**config.mk**
```make
export PLATFORM = sky130hd
export DESIGN_NAME = ssi_core
export DESIGN_NICKNAME = d
export VERILOG_FILES = /design/src/shared/ssi_pkg.sv /design/src/hw/ssi_core.sv
export SDC_FILE = /design/constraint.sdc
export NUM_CORES = 1
export LEC_CHECK = 0
export ABC_CLOCK_PERIOD_IN_PS = 13900
export BUFFER_PORTS_ARGS = -buffer_cell sky130_fd_sc_hd__clkbuf_2
export CELL_PAD_IN_SITES_DETAIL_PLACEMENT = 1
export CELL_PAD_IN_SITES_GLOBAL_PLACEMENT = 1
export CORE_MARGIN = 1.5
export CORE_UTILIZATION = 35
export CTS_BUF_LIST = sky130_fd_sc_hd__clkbuf_4 sky130_fd_sc_hd__clkbuf_8 sky130_fd_sc_hd__clkbuf_16
export CTS_CLUSTER_SIZE = 28
export DETAILED_ROUTE_END_ITERATION = 8
export GPL_TIMING_DRIVEN = 0
export PLACE_DENSITY_LB_ADDON = 0.1
export SLEW_MARGIN = 10
export SYNTH_ARGS = -nofsm -noshare
export SYNTH_HDL_FRONTEND = slang
export SYNTH_SLANG_ARGS = --single-unit
```
**constraint.sdc**
```tcl
create_clock -name core_clk -period 13.9 [get_ports core_clk]
set_clock_uncertainty 0.15 [all_clocks]
set_input_delay 2.085 -clock core_clk [delete_from_list [all_inputs] [get_ports core_clk]]
set_output_delay 2.085 -clock core_clk [all_outputs]
set_load 0.005 [all_outputs]
```
**src/shared/ssi_pkg.sv**
```systemverilog
// Constants for the power-down and subtract instruction executor
package ssi_pkg;
  // ----------------------------------------------------------------
  // Register byte offsets
  // ----------------------------------------------------------------
  localparam logic [7:0] ADDR_INSTR = 8'h00;
  localparam logic [7:0] ADDR_ACC = 8'h04;
  localparam logic [7:0] ADDR_STATUS = 8'h08;
  localparam logic [7:0] ADDR_WATCHDOG = 8'h0c;
  localparam logic [7:0] ADDR_FSEL = 8'h10;
  localparam logic [7:0] ADDR_FDATA = 8'h14;
  localparam logic [7:0] ADDR_WAKE = 8'h18;
  // ----------------------------------------------------------------
  // Status field positions and reset values
  // ----------------------------------------------------------------
  localparam int C_BIT = 0;
  localparam int HALF_CARRY_BIT = 1;
  localparam int Z_BIT = 2;
  localparam int PWR_DOWN_BIT = 3;
  localparam int TIMEOUT_BIT = 4;
  localparam logic [7:0] STATUS_RST = 8'h18;
  localparam logic [7:0] STATUS_SW_MASK = 8'h07;
  localparam logic [7:0] ACC_RST = 8'h00;
  localparam logic [6:0] FSEL_RST = 7'h00;
  localparam logic [7:0] WATCHDOG_CLEAR = 8'h00;
  // ----------------------------------------------------------------
  // Opcode decoding
  // ----------------------------------------------------------------
  localparam logic [13:0] OP_SLEEP = 14'h0063;
  localparam logic [4:0] OP_LIT_SUB_HI = 5'h1e;
  localparam logic [5:0] OP_REG_SUB_HI = 6'h02;
  localparam int OP_DEST_BIT = 7;
  // ----------------------------------------------------------------
  // Bus encodings
  // ----------------------------------------------------------------
  localparam logic [2:0] HSIZE_WORD = 3'h2;
endpackage : ssi_pkg

```
**src/hw/ssi_core.sv**
```systemverilog
// Executor for the power-down, literal-subtract and register-subtract instructions
//
// Behaviour
// - Power-down clears the watchdog counter and its prescaler to zero.
// - Power-down clears power_down_flag_n, sets timeout_flag_n and leaves other status bits.
// - Opcode 00 0000 0110 0011 is power-down, one cycle, then the oscillator halts.
// - Opcode 11 110x kkkk kkkk writes literal minus accumulator into the accumulator.
// - Register subtract computes file register minus accumulator in one cycle.
// - Destination bit 0 sends the difference to the accumulator, 1 to the file register.
// - After a subtract the carry is 1 when the difference is zero or positive.
// - After a subtract the carry is 0 on a borrow and the result wraps to 8 bits.
`timescale 1ns/10ps
`default_nettype none

module ssi_core #(
  parameter int PRE_W = 8,
  parameter int WDOG_W = 8,
  parameter int FILE_DEPTH = 128
) (
  input wire logic core_clk,
  input wire logic resetn,
  input wire logic hsel,
  input wire logic [31:0] haddr,
  input wire logic [1:0] htrans,
  input wire logic hwrite,
  input wire logic [2:0] hsize,
  input wire logic hready,
  input wire logic [31:0] hwdata,
  output logic [31:0] hrdata,
  output logic hreadyout,
  output logic hresp,
  output logic osc_halted
);
  // ----------------------------------------------------------------
  // Arithmetic
  // ----------------------------------------------------------------
  // Returns {half_carry, carry, difference}; carries are inverted borrows
  function automatic logic [9:0] ssi_sub(input logic [7:0] a, input logic [7:0] b);
    logic [8:0] full;
    logic [4:0] low;
    full = {1'b0, a} - {1'b0, b};
    low = {1'b0, a[3:0]} - {1'b0, b[3:0]};
    return {~low[4], ~full[8], full[7:0]};
  endfunction : ssi_sub

  // ----------------------------------------------------------------
  // State
  // ----------------------------------------------------------------
  logic [7:0] file_mem [FILE_DEPTH];
  logic [7:0] acc_reg, acc_next;
  logic [7:0] status_reg, status_next;
  logic [PRE_W-1:0] pre_reg, pre_next;
  logic [WDOG_W-1:0] wdog_reg, wdog_next;
  logic [6:0] fsel_reg, fsel_next;
  logic sleep_reg, sleep_next;
  logic wr_reg, wr_next;
  logic [7:0] addr_reg, addr_next;
  logic [31:0] rdata_reg, rdata_next;
  logic mem_we;
  logic [6:0] mem_addr;
  logic [7:0] mem_wdata;

  logic addr_phase;
  logic [13:0] op;
  logic [7:0] op_lit;
  logic [6:0] op_faddr;
  logic [7:0] fval;
  logic [7:0] sub_a;
  logic exec_ok, exec_sleep, exec_lit_sub, exec_reg_sub, exec_sub, sw_wr;
  logic [9:0] sub_res;

  assign addr_phase = hsel && htrans[1] && hready;
  assign op = hwdata[13:0];
  assign op_lit = hwdata[7:0];
  assign op_faddr = hwdata[6:0];
  assign fval = file_mem[op_faddr];
  // Instructions are refused while the oscillator is halted
  assign exec_ok = wr_reg && addr_reg == ssi_pkg::ADDR_INSTR && !sleep_reg;
  assign exec_sleep = exec_ok && op == ssi_pkg::OP_SLEEP;
  assign exec_lit_sub = exec_ok && op[13:9] == ssi_pkg::OP_LIT_SUB_HI;
  assign exec_reg_sub = exec_ok && op[13:8] == ssi_pkg::OP_REG_SUB_HI;
  assign exec_sub = exec_lit_sub || exec_reg_sub;
  assign sub_a = exec_lit_sub ? op_lit : fval;
  assign sub_res = ssi_sub(sub_a, acc_reg);
  assign sw_wr = wr_reg && !exec_ok;

  // ----------------------------------------------------------------
  // Bus slave
  // ----------------------------------------------------------------
  always_comb
  begin
    wr_next = 1'b0;
    addr_next = addr_reg;
    rdata_next = 32'h0000_0000;
    if (addr_phase)
    begin
      // Only whole-word writes are acted upon
      wr_next = hwrite && hsize == ssi_pkg::HSIZE_WORD;
      addr_next = haddr[7:0];
      if (!hwrite)
      begin
        case (haddr[7:0])
          ssi_pkg::ADDR_ACC: rdata_next = {24'h000000, acc_reg};
          ssi_pkg::ADDR_STATUS: rdata_next = {24'h000000, status_reg};
          ssi_pkg::ADDR_WATCHDOG: rdata_next = 32'({pre_reg, wdog_reg});
          ssi_pkg::ADDR_FSEL: rdata_next = {25'h0000000, fsel_reg};
          ssi_pkg::ADDR_FDATA: rdata_next = {24'h000000, file_mem[fsel_reg]};
          ssi_pkg::ADDR_WAKE: rdata_next = {31'h00000000, sleep_reg};
          default: rdata_next = 32'h0000_0000;
        endcase
      end
    end
  end

  always_ff @(posedge core_clk or negedge resetn)
  begin
    if (!resetn)
    begin
      wr_reg <= 1'b0;
      addr_reg <= 8'h00;
      rdata_reg <= 32'h0000_0000;
    end
    else
    begin
      wr_reg <= wr_next;
      addr_reg <= addr_next;
      rdata_reg <= rdata_next;
    end
  end

  assign hrdata = rdata_reg;
  // Zero-wait slave: ready and OKAY are constant flip-flops
  always_ff @(posedge core_clk or negedge resetn)
  begin
    if (!resetn)
    begin
      hreadyout <= 1'b1;
      hresp <= 1'b0;
    end
    else
    begin
      hreadyout <= 1'b1;
      hresp <= 1'b0;
    end
  end

  // ----------------------------------------------------------------
  // Execution
  // ----------------------------------------------------------------
  always_comb
  begin
    acc_next = acc_reg;
    status_next = status_reg;
    fsel_next = fsel_reg;
    sleep_next = sleep_reg;
    mem_we = 1'b0;
    mem_addr = fsel_reg;
    mem_wdata = hwdata[7:0];
    if (exec_sleep)
    begin
      status_next[ssi_pkg::PWR_DOWN_BIT] = 1'b0;
      status_next[ssi_pkg::TIMEOUT_BIT] = 1'b1;
      sleep_next = 1'b1;
    end
    else if (exec_sub)
    begin
      status_next[ssi_pkg::C_BIT] = sub_res[8];
      status_next[ssi_pkg::HALF_CARRY_BIT] = sub_res[9];
      status_next[ssi_pkg::Z_BIT] = sub_res[7:0] == 8'h00;
      if (exec_reg_sub && op[ssi_pkg::OP_DEST_BIT])
      begin
        mem_we = 1'b1;
        mem_addr = op_faddr;
        mem_wdata = sub_res[7:0];
      end
      else
        acc_next = sub_res[7:0];
    end
    else if (sw_wr)
    begin
      case (addr_reg)
        ssi_pkg::ADDR_ACC: acc_next = hwdata[7:0];
        ssi_pkg::ADDR_STATUS:
          status_next = (status_reg & ~ssi_pkg::STATUS_SW_MASK)
                        | (hwdata[7:0] & ssi_pkg::STATUS_SW_MASK);
        ssi_pkg::ADDR_FSEL: fsel_next = hwdata[6:0];
        ssi_pkg::ADDR_FDATA: mem_we = 1'b1;
        ssi_pkg::ADDR_WAKE: sleep_next = 1'b0;
        default: acc_next = acc_reg;
      endcase
    end
  end

  always_ff @(posedge core_clk or negedge resetn)
  begin
    if (!resetn)
    begin
      acc_reg <= ssi_pkg::ACC_RST;
      status_reg <= ssi_pkg::STATUS_RST;
      fsel_reg <= ssi_pkg::FSEL_RST;
      sleep_reg <= 1'b0;
    end
    else
    begin
      acc_reg <= acc_next;
      status_reg <= status_next;
      fsel_reg <= fsel_next;
      sleep_reg <= sleep_next;
    end
  end

  // ----------------------------------------------------------------
  // Watchdog
  // ----------------------------------------------------------------
  always_comb
  begin
    pre_next = pre_reg;
    wdog_next = wdog_reg;
    // Watchdog runs on the core clock only while awake
    if (!sleep_reg)
    begin
      pre_next = pre_reg + 1'b1;
      if (&pre_reg)
        wdog_next = wdog_reg + 1'b1;
    end
    // Clearing wins over counting in the power-down cycle
    if (exec_sleep)
    begin
      wdog_next = WDOG_W'(ssi_pkg::WATCHDOG_CLEAR);
      pre_next = '0;
    end
  end

  always_ff @(posedge core_clk or negedge resetn)
  begin
    if (!resetn)
    begin
      pre_reg <= '0;
      wdog_reg <= WDOG_W'(ssi_pkg::WATCHDOG_CLEAR);
    end
    else
    begin
      pre_reg <= pre_next;
      wdog_reg <= wdog_next;
    end
  end

  // Array has no reset; contents are undefined until written
  always_ff @(posedge core_clk)
  begin
    if (mem_we)
      file_mem[mem_addr] <= mem_wdata;
  end

  assign osc_halted = sleep_reg;
endmodule : ssi_core

`default_nettype wire

```
==> out/qor.csv <==
metric,value,unit
status,finished clean,
die area,0.1516,mm^2
WP data arrival,10.28,ns
GR Util All Layers,37.10,%
Slew HR,1.329,%
crit start category,input port,
upper clock frequency limit,101.7,MHz
drt initial violations,5797,
Port-buffer cells,42,
post-layout min period,9.833,ns
Finished Cell Area,0.06060,mm^2
"commonest non-fill, non-tap cell in the layout",edfxtp_1,
H-tree lvl count,4,
GPL Wtd Cong,1.057,
worst-skew pair later-pin latency,0.79,ns
area delta synth->final,15.97,%
Pleak,19.91,nW
vias in the first global route,35560,
Clock transition at path regs,0.06,ns
Fin. Hold Viols,0,
crit-path most repeated cell,clkbuf_1,
total routed wirelength,281.2,mm
dpl cells,5027,
height of the die,389.4,um
DR vias,35940,
Tcrit/Tclk final,70.74,%
Root Driver,clkbuf_16,
"Critical Path, Cell by Cell",clkbuf_1 > clkbuf_1 > clkbuf_1 > o221ai_1 > o22ai_1 > nor3_1 > a221oi_1 > ha_1 > inv_1 > fa_1 > a21o_1 > a21oi_1 > o21bai_1 > a21oi_1 > xor2_1 > o21ai_4 > buf_16 > buf_12,
Final Max Slew Viols,0,
CP endpoint kind,flop,
gr ovfl total,0,
first-pass GRT wire length,362.4,mm
Largest register FFs,1024,
Finished Layout Cells,5283,
Core ar.,0.1480,mm^2
most frequent cells in the layout,"edfxtp_1, mux4_2, mux2i_1",
fraction of layout cells with a size suffix above 1,32.81,%
Resize count post-CTS,0,
"Slowest-stage cell, CP",clkbuf_1,
Final setup viols,0,
Avg Inst Size Synth,17.45,um^2
Initial Utilization,35.31,%
DP HPWL,200.9,mm
"antenna viol nets, final",0,
PD cells,130.8,mW/mm^2
HP Class,flop to flop,
worst hold slack,0.3392,ns
CP required,14.34,ns
nets,3319,
Post-CTS Hold Fix Bufs,0,
Sink Count,1086,
number of synthesized flops with an enable pin,1024,
max incr delay on CP,1.14,ns
Core Rows,141,
Post-CTS Setup Bufs,0,
total iterations of the first detailed-routing run,6,
predominant post-synthesis flop cell,edfxtp_1,
Slew @ Worst Pin,1.480,ns
Unique masters post-synth,81,
initial antenna violation count,34,
Post-Syn Area,0.05226,mm^2
WL/cell,53.23,um
maximum VDD drop,0.0001126,V
placed cell areas,0.05615,mm^2
worst setup margin,4.067,ns
Cells after Synth,2995,
CTS tree,yes,
# IOs,109,
"critical path fanouts, max",40,
largest register by flop count,file_mem,
Final Util,40.94,%
Vias/cell,6.802,
YS warnings,0,
Die X,389.4,um
RSZ-0062 raised after global routing,no,
largest net degree at the start of global routing,77,
DRC,0,
class of the most critical setup path,input port to flop,
Yosys reg bits,1086,
"Seq/Total Area, Yosys",61.82,%
clock buffer depth,3,
pre-CTS WS,3.802,ns
max_cap viols,0,
async set-reset flop share out of synthesis,5.709,%
TritonCTS buffer count,135,
-- final cells by class --
type                    count  area [um^2]
repair buffers             86         1211
inverters                  24        90.09
plain buffers             251         1471
diodes                     13        32.53
well taps                1930         2415
multi-input cells        1650        18660
fillers                 14330        87410
clock buffers             175         3809
flip-flops and latches   1086        32300
clock inverters            68        606.8
-- stage by stage --
| step | total power [mW] | setup TNS (ns) |
|---|---|---|
| 2_1_floorplan | 4.019 | 0 |
| 3_3_place_gp | 4.376 | -4317.96 |
| 3_5_place_dp | 4.385 | 0 |
| 4_1_cts | 7.923 | 0 |
| 5_1_grt | 8.050 | 0 |
| 6_report | 7.925 | 0 |
-- synth_stat cells (20+ instances only) --
cell / number / area (um^2)
and2_1: 22 / 137.6
dfrtp_1: 60 / 1501
o21ai_0: 50 / 250.2
nor2_1: 191 / 716.9
mux2i_1: 184 / 1842
buf_1: 26 / 97.59
buf_2: 65 / 325.3
buf_4: 66 / 495.5
edfxtp_1: 1024 / 30750
nand3_1: 43 / 215.2
a22oi_1: 67 / 503.0
o22ai_1: 41 / 256.5
inv_1: 20 / 75.07
a21oi_1: 67 / 335.3
mux4_2: 484 / 10900
nor2b_1: 26 / 162.7
nor3_1: 29 / 145.1
mux2_2: 27 / 304.0
clkbuf_1: 80 / 300.3
nand2_1: 132 / 495.5
-- routing by layer --
layer,global-route usage [%],share of wire (%),routed length [um]
met3,10.43,11,30830
met2,54.78,44,122500
met4,22.40,7.2,20140
met1,48.63,38,107600
met5,0,0.054,153
-- path summary, 6_finish.rpt --
| kind | startpoint | endpoint | slack (ns) | cells after the start |
|---|---|---|---|---|
| max | hwdata[5] | file_mem[52][6] | 4.07 | 18 |
| min in group asynchronous | resetn | hrdata[15] | 1.09 | 1 |
| max in group asynchronous | resetn | status_reg[4] | 11.95 | 2 |
| min | status_reg[3] | status_reg[3] | 0.34 | 1 |
| min reg2reg | status_reg[3] | status_reg[3] | 0.34 | 1 |
| max reg2reg | addr_reg[2] | file_mem[52][6] | 6.98 | 17 |
-- cells by family after synthesis --
group	Yosys count	synth area share (%)
flops	1086	61.82
compound gates	358	4.717
buf+inv	275	2.823
mux	695	24.97
other cells	2	0.01437
simple gates	549	5.069
xor+xnor	19	0.3184
fa+ha+maj	11	0.2777
-- where the power goes --
group	switching, mW	internal (mW)
logic	0.515	0.224
registers	0.0164	3.59
clock network	1.48	2.10
-- critical path: cells and delay by family --
| family | cells | cell delay [ns] |
|---|---|---|
| compound gates | 8 | 3.70 |
| xor+xnor | 1 | 0.16 |
| fa+ha+maj | 2 | 0.74 |
| buf+inv | 6 | 3.30 |
| simple gates | 1 | 0.18 |
(Power assumes the default switching activity.)
